--- config.mk ---
export PLATFORM = sky130hd
export DESIGN_NAME = cst_status_top
export DESIGN_NICKNAME = d
export VERILOG_FILES = /design/src/cst_pkg.sv /design/src/cst_status_top.sv /design/src/cst_mailbox.sv
export SDC_FILE = /design/constraint.sdc
export NUM_CORES = 1
export LEC_CHECK = 0
export BUFFER_PORTS_ARGS = -buffer_cell sky130_fd_sc_hd__buf_2
export CAP_MARGIN = 20
export CORE_UTILIZATION = 44
export DETAILED_ROUTE_END_ITERATION = 12
export PLACE_DENSITY = 0.73
export SLEW_MARGIN = 10
export SYNTH_ARGS = -nofsm -noshare
export SYNTH_HDL_FRONTEND = slang
export SYNTH_SLANG_ARGS = --single-unit
--- constraint.sdc ---
create_clock -name ref_clk -period 1.3 [get_ports ref_clk]
set_input_delay 0.065 -clock ref_clk [delete_from_list [all_inputs] [get_ports ref_clk]]
set_output_delay 0.065 -clock ref_clk [all_outputs]
set_load 0.05 [all_outputs]
--- src/cst_pkg.sv ---
package cst_pkg;
	// ==========================================
	// register offsets (byte addresses)
	localparam logic [7:0] OFS_MAIN_CTRL = 8'h00;
	localparam logic [7:0] OFS_MODE_STATE = 8'h04;
	localparam logic [7:0] OFS_TX_STATE = 8'h08;
	localparam logic [7:0] OFS_IRQ_STATUS = 8'h40;
	localparam logic [7:0] OFS_IRQ_MASK = 8'h44;

	// ==========================================
	// main_control_word fields
	localparam int unsigned CTRL_INIT_REQUEST = 0;
	localparam int unsigned CTRL_SLEEP_REQUEST = 1;
	localparam int unsigned CTRL_AUTO_WAKEUP = 5;
	localparam logic [31:0] CTRL_RESET = 32'h0000_0002;
	localparam logic [31:0] CTRL_WR_MASK = 32'h0000_0023;

	// ==========================================
	// mode_state_word fields
	localparam int unsigned MS_INIT_MODE_ACK = 0;
	localparam int unsigned MS_SLEEP_MODE_ACK = 1;
	localparam int unsigned MS_ERROR_IRQ = 2;
	localparam int unsigned MS_WAKEUP_IRQ = 3;
	localparam int unsigned MS_SLEEP_ENTRY_IRQ = 4;
	localparam int unsigned MS_TRANSMITTING = 8;
	localparam int unsigned MS_RECEIVING = 9;
	localparam int unsigned MS_RX_LAST_SAMPLED = 10;
	localparam int unsigned MS_RX_PIN_LEVEL = 11;
	localparam logic [31:0] MS_RESET = 32'h0000_0C02;

	// ==========================================
	// transmit_state_word fields, per mailbox at base + stride * index
	localparam int unsigned TS_MB_STRIDE = 8;
	localparam int unsigned TS_REQUEST_DONE = 0;
	localparam int unsigned TS_TX_OK = 1;
	localparam int unsigned TS_ARB_LOST = 2;
	localparam int unsigned TS_TX_FAILED = 3;
	localparam int unsigned TS_ABORT_REQUEST = 7;
	localparam int unsigned TS_EMPTY_BASE = 26;
	localparam logic [31:0] TS_RESET = 32'h1C00_0000;

	// ==========================================
	// interrupt status and mask layout
	localparam int unsigned IRQ_WIDTH = 6;
	localparam int unsigned IRQ_ERROR = 0;
	localparam int unsigned IRQ_WAKEUP = 1;
	localparam int unsigned IRQ_SLEEP_ENTRY = 2;
	localparam int unsigned IRQ_MB_DONE_BASE = 3;

	// ==========================================
	// controller operating mode
	typedef enum logic [1:0] {
		CST_SLEEP = 2'b00,
		CST_INIT = 2'b01,
		CST_NORMAL = 2'b11
	} cst_mode_t;
endpackage

--- src/cst_status_top.sv ---
`timescale 1ns/100ps
// Overview of operation
// - mode bit 0 is hardware-only, 1 while in initialization mode
// - mode bit 1 is hardware-only, 1 while sleeping, 0 after leaving sleep
// - mode bit 2 set on error event, cleared only by writing 1
// - mode bit 3 set on start-of-frame wakeup while sleeping, write 1 clears
// - mode bit 4 set entering sleep raising interrupt; cleared leaving sleep or write 1
// - mode bit 8 reads 1 while transmitting
// - mode bit 9 reads 1 while receiving
// - mode bit 10 returns last sampled receive pin value
// - mode bit 11 returns present receive pin level
// - request-done flag set at finish, cleared by new request or write 1
// - success flag set on success, 0 after failure, write 1 clears
// - arbitration-lost flag set on lost arbitration, write 1 clears
// - mailbox 0 failure flag set on failed transmission, write 1 clears
// - writing 1 to abort bit aborts pending request; ignored if none pending
// - mailbox 2 has the same flags at bits 16 to 19 and 23
// - bits 26 to 28 read 1 while mailbox 0 to 2 is empty
// - init request enters initialization; clearing it returns to normal, or to sleep if sleep request is set
module cst_status_top #(
	parameter int unsigned NUM_MB = 3 // transmit mailboxes
) (
	input wire logic ref_clk, // 10 MHz peripheral clock
	input wire logic rst_n, // async reset, active low
	input wire logic [7:0] reg_addr, // register byte address
	input wire logic [31:0] reg_wdata, // write data
	input wire logic reg_wr, // write strobe
	input wire logic reg_rd, // read strobe
	output logic [31:0] reg_rdata, // read data, cycle after strobe
	output logic irq, // level interrupt
	input wire logic rx_pin, // receive pin level
	input wire logic rx_sample, // bit sample point pulse
	input wire logic err_event, // error interrupt event pulse
	input wire logic tx_active, // core is transmitting
	input wire logic rx_active, // core is receiving
	input wire logic [NUM_MB-1:0] mb_new_req, // new transmit request
	input wire logic [NUM_MB-1:0] mb_ok, // attempt succeeded
	input wire logic [NUM_MB-1:0] mb_fail, // request failed
	input wire logic [NUM_MB-1:0] mb_arb_lost, // arbitration lost
	input wire logic [NUM_MB-1:0] mb_abort_done, // message removed
	output logic [NUM_MB-1:0] mb_abort_req, // abort request to core
	output logic init_mode, // controller in initialization
	output logic sleep_mode // controller asleep
);
	cst_pkg::cst_mode_t mode_q;
	cst_pkg::cst_mode_t mode_d;
	logic [31:0] ctrl_q;
	logic err_flag_q;
	logic wake_flag_q;
	logic sleep_irq_q;
	logic tx_now_q;
	logic rx_now_q;
	logic rx_last_q;
	logic rx_level_q;
	logic [cst_pkg::IRQ_WIDTH-1:0] irq_stat_q;
	logic [cst_pkg::IRQ_WIDTH-1:0] irq_mask_q;
	logic [cst_pkg::IRQ_WIDTH-1:0] irq_evt;
	logic wr_ctrl;
	logic wr_mode;
	logic wr_tx;
	logic wr_mask;
	logic rd_stat;
	logic sof_wake;
	logic sleep_enter;
	logic sleep_leave;
	logic [NUM_MB-1:0] mb_done;
	logic [NUM_MB-1:0] mb_okf;
	logic [NUM_MB-1:0] mb_arb;
	logic [NUM_MB-1:0] mb_err;
	logic [NUM_MB-1:0] mb_pend;
	logic [31:0] mode_word;
	logic [31:0] tx_word;
	logic [31:0] rd_mux;

	// ==========================================
	// register decode
	assign wr_ctrl = reg_wr && (reg_addr == cst_pkg::OFS_MAIN_CTRL);
	assign wr_mode = reg_wr && (reg_addr == cst_pkg::OFS_MODE_STATE);
	assign wr_tx = reg_wr && (reg_addr == cst_pkg::OFS_TX_STATE);
	assign wr_mask = reg_wr && (reg_addr == cst_pkg::OFS_IRQ_MASK);
	assign rd_stat = reg_rd && (reg_addr == cst_pkg::OFS_IRQ_STATUS);

	// start of frame: dominant edge on the receive pin while asleep
	assign sof_wake = (mode_q == cst_pkg::CST_SLEEP) && rx_level_q && !rx_pin;
	assign sleep_enter = (mode_d == cst_pkg::CST_SLEEP) && (mode_q != cst_pkg::CST_SLEEP);
	assign sleep_leave = (mode_d != cst_pkg::CST_SLEEP) && (mode_q == cst_pkg::CST_SLEEP);

	// ==========================================
	// main control, auto wakeup drops the sleep request
	always_ff @(posedge ref_clk or negedge rst_n) begin
		if (!rst_n) begin
			ctrl_q <= cst_pkg::CTRL_RESET;
		end else begin
			if (wr_ctrl) begin
				ctrl_q <= reg_wdata & cst_pkg::CTRL_WR_MASK;
			end
			if (sof_wake && ctrl_q[cst_pkg::CTRL_AUTO_WAKEUP]) begin
				ctrl_q[cst_pkg::CTRL_SLEEP_REQUEST] <= 1'b0;
			end
		end
	end

	// ==========================================
	// operating mode
	always_comb begin
		mode_d = mode_q;
		unique case (mode_q)
			cst_pkg::CST_SLEEP: begin
				if (!ctrl_q[cst_pkg::CTRL_SLEEP_REQUEST]) begin
					mode_d = cst_pkg::CST_NORMAL;
					if (ctrl_q[cst_pkg::CTRL_INIT_REQUEST]) begin
						mode_d = cst_pkg::CST_INIT;
					end
				end
			end
			cst_pkg::CST_INIT: begin
				if (!ctrl_q[cst_pkg::CTRL_INIT_REQUEST]) begin
					mode_d = cst_pkg::CST_NORMAL;
					if (ctrl_q[cst_pkg::CTRL_SLEEP_REQUEST]) begin
						mode_d = cst_pkg::CST_SLEEP;
					end
				end
			end
			cst_pkg::CST_NORMAL: begin
				if (ctrl_q[cst_pkg::CTRL_INIT_REQUEST]) begin
					mode_d = cst_pkg::CST_INIT;
				end else if (ctrl_q[cst_pkg::CTRL_SLEEP_REQUEST]) begin
					mode_d = cst_pkg::CST_SLEEP;
				end
			end
			default: begin
				mode_d = cst_pkg::CST_SLEEP;
			end
		endcase
	end

	always_ff @(posedge ref_clk or negedge rst_n) begin
		if (!rst_n) begin
			mode_q <= cst_pkg::CST_SLEEP;
		end else begin
			mode_q <= mode_d;
		end
	end

	always_ff @(posedge ref_clk or negedge rst_n) begin
		if (!rst_n) begin
			init_mode <= 1'b0;
		end else begin
			init_mode <= (mode_d == cst_pkg::CST_INIT);
		end
	end

	always_ff @(posedge ref_clk or negedge rst_n) begin
		if (!rst_n) begin
			sleep_mode <= 1'b1;
		end else begin
			sleep_mode <= (mode_d == cst_pkg::CST_SLEEP);
		end
	end

	// ==========================================
	// mode state flags
	always_ff @(posedge ref_clk or negedge rst_n) begin
		if (!rst_n) begin
			err_flag_q <= 1'b0;
		end else if (err_event) begin
			err_flag_q <= 1'b1;
		end else if (wr_mode && reg_wdata[cst_pkg::MS_ERROR_IRQ]) begin
			err_flag_q <= 1'b0;
		end
	end

	always_ff @(posedge ref_clk or negedge rst_n) begin
		if (!rst_n) begin
			wake_flag_q <= 1'b0;
		end else if (sof_wake) begin
			wake_flag_q <= 1'b1;
		end else if (wr_mode && reg_wdata[cst_pkg::MS_WAKEUP_IRQ]) begin
			wake_flag_q <= 1'b0;
		end
	end

	always_ff @(posedge ref_clk or negedge rst_n) begin
		if (!rst_n) begin
			sleep_irq_q <= 1'b0;
		end else if (sleep_enter) begin
			sleep_irq_q <= 1'b1;
		end else if (sleep_leave || (wr_mode && reg_wdata[cst_pkg::MS_SLEEP_ENTRY_IRQ])) begin
			sleep_irq_q <= 1'b0;
		end
	end

	always_ff @(posedge ref_clk or negedge rst_n) begin
		if (!rst_n) begin
			tx_now_q <= 1'b0;
		end else begin
			tx_now_q <= tx_active;
		end
	end

	always_ff @(posedge ref_clk or negedge rst_n) begin
		if (!rst_n) begin
			rx_now_q <= 1'b0;
		end else begin
			rx_now_q <= rx_active;
		end
	end

	// receive pin: recessive after reset
	always_ff @(posedge ref_clk or negedge rst_n) begin
		if (!rst_n) begin
			rx_level_q <= 1'b1;
		end else begin
			rx_level_q <= rx_pin;
		end
	end

	always_ff @(posedge ref_clk or negedge rst_n) begin
		if (!rst_n) begin
			rx_last_q <= 1'b1;
		end else if (rx_sample) begin
			rx_last_q <= rx_pin;
		end
	end

	// ==========================================
	// transmit mailboxes
	for (genvar m = 0; m < NUM_MB; m++) begin : g_mb
		localparam int unsigned B = m * cst_pkg::TS_MB_STRIDE;
		logic abort_wr;
		logic clr_done;
		logic clr_ok;
		logic clr_arb;
		logic clr_err;
		assign abort_wr = wr_tx && reg_wdata[B + cst_pkg::TS_ABORT_REQUEST];
		assign clr_done = wr_tx && reg_wdata[B + cst_pkg::TS_REQUEST_DONE];
		assign clr_ok = wr_tx && reg_wdata[B + cst_pkg::TS_TX_OK];
		assign clr_arb = wr_tx && reg_wdata[B + cst_pkg::TS_ARB_LOST];
		assign clr_err = wr_tx && reg_wdata[B + cst_pkg::TS_TX_FAILED];
		cst_mailbox u_mb (
			.ref_clk(ref_clk),
			.rst_n(rst_n),
			.new_req(mb_new_req[m]),
			.ok_evt(mb_ok[m]),
			.fail_evt(mb_fail[m]),
			.arb_evt(mb_arb_lost[m]),
			.abort_done(mb_abort_done[m]),
			.abort_wr(abort_wr),
			.clr_done(clr_done),
			.clr_ok(clr_ok),
			.clr_arb(clr_arb),
			.clr_err(clr_err),
			.done_q(mb_done[m]),
			.ok_q(mb_okf[m]),
			.arb_q(mb_arb[m]),
			.err_q(mb_err[m]),
			.abort_q(mb_abort_req[m]),
			.pending_q(mb_pend[m])
		);
	end

	// ==========================================
	// status words, reserved bits zero
	always_comb begin
		mode_word = 32'h0000_0000;
		mode_word[cst_pkg::MS_INIT_MODE_ACK] = (mode_q == cst_pkg::CST_INIT);
		mode_word[cst_pkg::MS_SLEEP_MODE_ACK] = (mode_q == cst_pkg::CST_SLEEP);
		mode_word[cst_pkg::MS_ERROR_IRQ] = err_flag_q;
		mode_word[cst_pkg::MS_WAKEUP_IRQ] = wake_flag_q;
		mode_word[cst_pkg::MS_SLEEP_ENTRY_IRQ] = sleep_irq_q;
		mode_word[cst_pkg::MS_TRANSMITTING] = tx_now_q;
		mode_word[cst_pkg::MS_RECEIVING] = rx_now_q;
		mode_word[cst_pkg::MS_RX_LAST_SAMPLED] = rx_last_q;
		mode_word[cst_pkg::MS_RX_PIN_LEVEL] = rx_level_q;
	end

	always_comb begin
		tx_word = 32'h0000_0000;
		for (int unsigned i = 0; i < NUM_MB; i++) begin
			tx_word[i * cst_pkg::TS_MB_STRIDE + cst_pkg::TS_REQUEST_DONE] = mb_done[i];
			tx_word[i * cst_pkg::TS_MB_STRIDE + cst_pkg::TS_TX_OK] = mb_okf[i];
			tx_word[i * cst_pkg::TS_MB_STRIDE + cst_pkg::TS_ARB_LOST] = mb_arb[i];
			tx_word[i * cst_pkg::TS_MB_STRIDE + cst_pkg::TS_TX_FAILED] = mb_err[i];
			tx_word[i * cst_pkg::TS_MB_STRIDE + cst_pkg::TS_ABORT_REQUEST] = mb_abort_req[i];
			tx_word[cst_pkg::TS_EMPTY_BASE + i] = !mb_pend[i];
		end
	end

	always_comb begin
		unique case (reg_addr)
			cst_pkg::OFS_MAIN_CTRL: rd_mux = ctrl_q;
			cst_pkg::OFS_MODE_STATE: rd_mux = mode_word;
			cst_pkg::OFS_TX_STATE: rd_mux = tx_word;
			cst_pkg::OFS_IRQ_STATUS: rd_mux = 32'(irq_stat_q);
			cst_pkg::OFS_IRQ_MASK: rd_mux = 32'(irq_mask_q);
			default: rd_mux = 32'h0000_0000;
		endcase
	end

	always_ff @(posedge ref_clk or negedge rst_n) begin
		if (!rst_n) begin
			reg_rdata <= 32'h0000_0000;
		end else if (reg_rd) begin
			reg_rdata <= rd_mux;
		end else begin
			reg_rdata <= 32'h0000_0000;
		end
	end

	// ==========================================
	// interrupts: sticky status, cleared by reading it
	always_comb begin
		irq_evt = '0;
		irq_evt[cst_pkg::IRQ_ERROR] = err_event;
		irq_evt[cst_pkg::IRQ_WAKEUP] = sof_wake;
		irq_evt[cst_pkg::IRQ_SLEEP_ENTRY] = sleep_enter;
		for (int unsigned i = 0; i < NUM_MB; i++) begin
			irq_evt[cst_pkg::IRQ_MB_DONE_BASE + i] = mb_ok[i] | mb_fail[i] | mb_abort_done[i];
		end
	end

	always_ff @(posedge ref_clk or negedge rst_n) begin
		if (!rst_n) begin
			irq_stat_q <= '0;
		end else if (rd_stat) begin
			irq_stat_q <= irq_evt;
		end else begin
			irq_stat_q <= irq_stat_q | irq_evt;
		end
	end

	always_ff @(posedge ref_clk or negedge rst_n) begin
		if (!rst_n) begin
			irq_mask_q <= '0;
		end else if (wr_mask) begin
			irq_mask_q <= reg_wdata[cst_pkg::IRQ_WIDTH-1:0];
		end
	end

	always_ff @(posedge ref_clk or negedge rst_n) begin
		if (!rst_n) begin
			irq <= 1'b0;
		end else begin
			irq <= |(irq_stat_q & irq_mask_q);
		end
	end
endmodule

--- src/cst_mailbox.sv ---
`timescale 1ns/100ps
module cst_mailbox (
	input wire logic ref_clk, // peripheral clock
	input wire logic rst_n, // async reset, active low
	input wire logic new_req, // new transmit request pulse
	input wire logic ok_evt, // attempt succeeded pulse
	input wire logic fail_evt, // attempt failed, request ended
	input wire logic arb_evt, // arbitration lost pulse
	input wire logic abort_done, // core removed the message
	input wire logic abort_wr, // software wrote 1 to abort
	input wire logic clr_done, // write-1-to-clear strobes
	input wire logic clr_ok, // clear success flag
	input wire logic clr_arb, // clear arbitration lost flag
	input wire logic clr_err, // clear failure flag
	output logic done_q, // request completed
	output logic ok_q, // last attempt succeeded
	output logic arb_q, // arbitration lost
	output logic err_q, // transmission failed
	output logic abort_q, // abort request pending
	output logic pending_q // message awaiting transmission
);
	logic finish;

	assign finish = ok_evt | fail_evt | abort_done;

	// ==========================================
	// message occupancy
	always_ff @(posedge ref_clk or negedge rst_n) begin
		if (!rst_n) begin
			pending_q <= 1'b0;
		end else if (new_req) begin
			pending_q <= 1'b1;
		end else if (finish) begin
			pending_q <= 1'b0;
		end
	end

	// ==========================================
	// request completed
	always_ff @(posedge ref_clk or negedge rst_n) begin
		if (!rst_n) begin
			done_q <= 1'b0;
		end else if (finish) begin
			done_q <= 1'b1;
		end else if (new_req || clr_done) begin
			done_q <= 1'b0;
		end
	end

	// ==========================================
	// success
	always_ff @(posedge ref_clk or negedge rst_n) begin
		if (!rst_n) begin
			ok_q <= 1'b0;
		end else if (ok_evt) begin
			ok_q <= 1'b1;
		end else if (fail_evt || clr_ok) begin
			ok_q <= 1'b0;
		end
	end

	// ==========================================
	// arbitration lost
	always_ff @(posedge ref_clk or negedge rst_n) begin
		if (!rst_n) begin
			arb_q <= 1'b0;
		end else if (arb_evt) begin
			arb_q <= 1'b1;
		end else if (clr_arb) begin
			arb_q <= 1'b0;
		end
	end

	// ==========================================
	// failure
	always_ff @(posedge ref_clk or negedge rst_n) begin
		if (!rst_n) begin
			err_q <= 1'b0;
		end else if (fail_evt) begin
			err_q <= 1'b1;
		end else if (clr_err) begin
			err_q <= 1'b0;
		end
	end

	// ==========================================
	// abort request, only while a message waits
	always_ff @(posedge ref_clk or negedge rst_n) begin
		if (!rst_n) begin
			abort_q <= 1'b0;
		end else if (finish) begin
			abort_q <= 1'b0;
		end else if (abort_wr && pending_q) begin
			abort_q <= 1'b1;
		end
	end
endmodule

Yosys cells after proc, flatten, opt, wreduce, memory -nomap -nowiden --
Index checks and enable logic that the tools add are counted.
Storage, ports and cells: input port bits 64, register bits after elaboration 77, RAM bits 0, bits in read-only memories 0, memories 0, output and inout port bits 38, latch bits 0
Cells by class: reduce and logical (&&, ||, !) cells 70, multiply operators 0, $lt $le $gt $ge 0, div/mod/pow operators 0, equality and inequality tests 7, add/sub/neg operators 0, muxes and demuxes 54, bitwise operators 8, shift operators 0
Operators with widths (number):
- 29-bit one-hot mux with 5 select lines | 1
- 2-bit nonzero test | 24
- 1-bit 2-to-1 mux | 43
- 1-bit logical AND | 31
- 29-bit 2-to-1 mux | 1
- 8-bit by 7-bit == test with 1-bit output (second input constant) | 2
- 2-bit 2-to-1 mux | 7
- 8-bit by 3-bit == test with 1-bit output (second input constant) | 1
- 8-bit by 4-bit == test with 1-bit output (second input constant) | 1
- 8-bit zero test | 1
- 1-bit logical OR | 7
- 6-bit bitwise AND | 1
- 6-bit 2-to-1 mux | 1
- 1-bit OR | 6
- 6-bit OR | 1
- 2-bit one-hot mux with 3 select lines | 1
- 6-bit OR reduction | 1
- 2-bit by 1-bit == test with 1-bit output (second input constant) | 2
- 1-bit zero test | 4
- 2-bit zero test | 2
- 2-bit == test (second input constant) | 1

Depth between registers and ports, before layout --
depth in word-level cells 8, mapped depth 6

Modules after synthesis --
From an unflattened synthesis, not the netlist that was laid out.
Second synthesis, totals: cell total of the unflattened synthesis 243, area total of the unflattened synthesis 2957.8 um^2
Modules (own cells, without submodules):
- cst_status_top | seq. area each 1181.1 um^2, cells an instance 189, instances 1, area each 2278.4 um^2
- cst_mailbox | seq. area each 150.1 um^2, cells an instance 18, instances 3, area each 226.5 um^2

Worst setup path after synthesis --
OpenSTA, ideal clock, no wires.
path kind input-to-reg, start point input reg_addr[5], end point register irq_mask_q[0] in the netlist's numbering, setup slack 72 ps, arrival 1102 ps, path buffers 0, cell stages on the path 4, setup time 125 ps, path through nor4b_4 -> and2_4 -> nand2_4 -> mux2_4
Between the ends: word-level cells in the longest chain between the ends 2
RTL lines:
- from (decl) | line cst_status_top.sv:25 | input wire logic [7:0] reg_addr,
- 8-bit by 7-bit == test with 1-bit output | line cst_status_top.sv:80 | assign wr_mask = reg_wr && (reg_addr == cst_pkg::OFS_IRQ_MASK);
- 1-bit logical AND | line cst_status_top.sv:80
- to (signal assigned) | line cst_status_top.sv:336 | irq_mask_q <= reg_wdata[cst_pkg::IRQ_WIDTH-1:0];
- to (decl) | line cst_status_top.sv:56 | logic [cst_pkg::IRQ_WIDTH-1:0] irq_mask_q;
Every way passes these cells. A chain may end at the register's enable or synchronous reset.

Final worst setup path --
start point input mb_fail[2], end point register g_mb[2].u_mb.done_q
Between the ends: word-level cells in the longest chain between the ends 3, elaborated cells between the ends (all ways) 4, those cells by class mux (1); bitwise (2); reduce/logical (1)
RTL lines:
- from (decl) | line cst_status_top.sv:38 | input wire logic [NUM_MB-1:0] mb_fail,
- 1-bit OR * (2 in a row) | line cst_mailbox.sv:24 | assign finish = ok_evt | fail_evt | abort_done;
- 1-bit 2-to-1 mux / 2-bit nonzero test (equally long branches)
- to (signal assigned) | line cst_mailbox.sv:42 | done_q <= 1'b0;
- to (signal assigned) | line cst_mailbox.sv:44 | done_q <= 1'b1;
- to (signal assigned) | line cst_mailbox.sv:46 | done_q <= 1'b0;
- to (decl) | line cst_mailbox.sv:15 | output logic done_q,
Every way passes the cells marked *; elsewhere a longest branch is shown, timed or not.

==> results.json <==
{
  "utilization": 0.635,
  "drcViolationCount": 0,
  "seq_power_share": 0.451,
  "leakage_uw": 0.00185,
  "final_layout_size_suffix_gt1_frac": 0.375,
  "whs_ns": 0.0140,
  "syn-cell-area_mm2": 0.00276,
  "grt_max_degree": 66,
  "p_switching_uw": 1210,
  "grt_pass1_wl_um": 10000,
  "die_area_mm2": 0.00659,
  "vias_per_cell": 5.02,
  "met3_wirelength_um": 338,
  "ys_seq_area_frac": 0.591,
  "grt_usage": 0.210,
  "synth.area.top_cells": "dfrtp_1, buf_4, dfstp_2",
  "overflow": 0,
  "drt_first_pass_iters": 4,
  "cts_setup_buffers": 0,
  "cts_root_buf": "clkbuf_8",
  "maxSlewHeadroom": 0.535,
  "die_y_um": 81.2,
  "ys_ff_latch": 65,
  "syn_inst": 227,
  "dp_hpwl_um": 4300,
  "yosysTopAreaCell": "dfrtp_1",
  "fin_crit_sh": 0.927,
  "yosys_warnings": 0,
  "criticalPathCategory": "in2reg",
  "worst_slew_pin_slew_ns": 0.691,
  "path_cells": "dlygate4sd3_1, buf_2, or3_1, a31o_2",
  "place_inst": 384,
  "ys.flop_type": "dfrtp_1",
  "cts_made_buffers": 9,
  "crit_path_max_fanout": 4,
  "synth-async-reset-ratio": 1.00,
  "crit_slowest_cell": "dlygate4sd3_1",
  "setup_viol": 0,
  "ys_types": 38,
  "ir_drop_mv": 0.935,
  "ios": 102,
  "fin_skew_ns": 0.00505,
  "synth_top_area_share": 0.553,
  "gp_routability_congestion": 0.882,
  "met1_length_um": 2790,
  "comb_power_share": 0.128,
  "antenna_found_initial": 0,
  "nNetsFinal": 411,
  "cp-end-kind": "flip-flop",
  "met2_length_um": 3150,
  "diodes": 0,
  "clkSinkCount": 65,
  "maxCapViolCount": 0,
  "fin_crit_ns": 1.20,
  "die_x_um": 81.2,
  "rows": 28,
  "drtIter0Drc": 54,
  "pwr-share-clk": 0.421,
  "core_mm2": 0.00599,
  "grt_pass1_vias": 2096,
  "antenna_left": 0,
  "switching_share": 0.246,
  "fin_cells": 427,
  "run_status": "finished clean",
  "rsz0062_at_grt": "no",
  "internal_power_uw": 3720,
  "finalHoldViolations": 0,
  "vias": 2144,
  "synth_edf_count": 0,
  "p_per_area_mw_per_mm2": 1290,
  "htree_levels": 3,
  "port_buffers": 74,
  "insertion_delay_ns": 0.34,
  "worstSetupStartpointType": "primary input",
  "path_clk_slew_ns": 0.06,
  "critPathRequiredTime_ns": 1.52,
  "wirelength_um": 6400,
  "slowest_delay_ns": 0.54,
  "wl_per_cell_um": 15.0,
  "cts_buffer_depth": 2,
  "fmax_mhz": 830,
  "worstPathArrival_ns": 1.43,
  "slew_viol_final": 0,
  "avgSynthCellArea_um2": 12.2,
  "start_util": 0.461,
  "hp-class": "in2reg",
  "cts_tree": "done",
  "highest_layer": "met4",
  "syn_to_final_growth_pct": 37.9
}
critical path: cells and delay by family:
kind	cells	cell delay, ns
buffers and inverters	2	0.68
AOI/OAI and AO/OA	1	0.25
and+or+nand+nor	1	0.45
cells in the mapped netlist (2+ instances only):
library cell  instances
nor4b_4               2
or3_1                 4
buf_2                 2
and2_1                9
nor2_1               13
and3_1                3
a22oi_1               8
a22o_1               12
dfrtp_1              61
inv_1                13
o21ai_0               5
mux2_2                3
dfstp_2               4
a32oi_1               2
a31oi_1               3
a21oi_1               3
buf_4                16
a31o_2                5
nand3_1               5
a21o_1               13
nand2_1              19
mux2_4                6
area by class of cell:
type / count / area [um^2]
Tap cell: 75 / 93.8
Sequential cell: 65 / 1630
Clock buffer: 11 / 141
Fill cell: 462 / 2180
Multi-Input combinational cell: 140 / 982
Inverter: 13 / 48.8
Timing Repair Buffer: 118 / 806
Clock inverter: 5 / 103
metrics by stage:
| step | total power (uW) | setup TNS, ns | setup slack [ns] | area (um^2) |
|---|---|---|---|---|
| 6_report | 4930 | 0 | 0.0950 | 3810 |
| 5_1_grt | 5100 | 0 | 0.0390 | 3810 |
| 4_1_cts | 4940 | 0 | 0.0688 | 3800 |
| 3_5_place_dp | 2810 | -1.77 | -0.190 | 3290 |
| 3_3_place_gp | 2800 | -1.44 | -0.215 | 3290 |
| 2_1_floorplan | 2580 | 0 | 0.0725 | 2800 |
metal layers:
metal,up-vias,global-route usage
li1,1018,-
met5,-,0
met4,0,0.100
met3,11,0.0449
met2,78,0.351
met1,1037,0.257
layout by cell type, fill, tap and decap left out, types with 9 or more instances in the layout:
| master | instances |
|---|---|
| a21o_1 | 13 |
| and2_1 | 9 |
| buf_4 | 14 |
| nand2_1 | 19 |
| inv_1 | 13 |
| dlygate4sd3_1 | 27 |
| clkbuf_8 | 10 |
| a22o_1 | 12 |
| dfrtp_1 | 61 |
| buf_2 | 74 |
| conb_1 | 12 |
| nor2_1 | 13 |
cell families after synthesis:
family                 share of synthesized area
muxes                                     0.0449
other                                    0.00136
AOI/OAI and AO/OA                          0.154
buffers and inverters                     0.0703
DFF                                        0.591
and+or+nand+nor                            0.139
timing repair:
| action | in CTS | in global routing |
|---|---|---|
| endpoints found under the setup margin | 0 | 1 |
| resized for setup | 0 | 2 |
| hold buffers | 27 | 0 |
| endpoints found under the hold margin | 86 | 0 |
power groups by stage:
stage          Combinational (uW)  Clock [uW]  Sequential, uW
5_1_grt                       688        2180            2230
2_1_floorplan                 277           0            2310
3_5_place_dp                  556           0            2260
6_report                      631        2070            2220
3_3_place_gp                  549           0            2250
4_1_cts                       623        2100            2220
flip-flops by register name, indices dropped and copies added, names as in the netlist, 2 cells and up:
| signal | cells |
|---|---|
| mode_q | 2 |
| g_mb.u_mb.ok_q | 3 |
| g_mb.u_mb.done_q | 3 |
| g_mb.u_mb.pending_q | 3 |
| irq_mask_q | 6 |
| g_mb.u_mb.arb_q | 3 |
| irq_stat_q | 6 |
| ctrl_q | 3 |
| reg_rdata | 20 |
| g_mb.u_mb.abort_q | 3 |
| g_mb.u_mb.err_q | 3 |
final timing paths:
kind | startpoint | end | slack [ns] | depth (start not counted)
setup / recovery | mb_fail[2] | g_mb[2].u_mb.done_q$_DFFE_PN0P_ | 0.1 | 4
hold / removal | reg_wdata[1] | irq_mask_q[1]$_DFFE_PN0P_ | 0.01 | 2
setup reg to reg | mode_q[1]$_DFF_PN0_ | reg_rdata[0]$_DFF_PN0_ | 0.12 | 4
hold reg to reg | g_mb[0].u_mb.pending_q$_DFFE_PN0P_ | reg_rdata[26]$_DFF_PN0_ | 0.45 | 1
max in group asynchronous | rst_n | sleep_mode$_DFF_PN1_ | 0.71 | 3
min in group asynchronous | rst_n | reg_rdata[11]$_DFF_PN0_ | 0.27 | 3
Note: power is estimated with default switching activity, not from simulation.
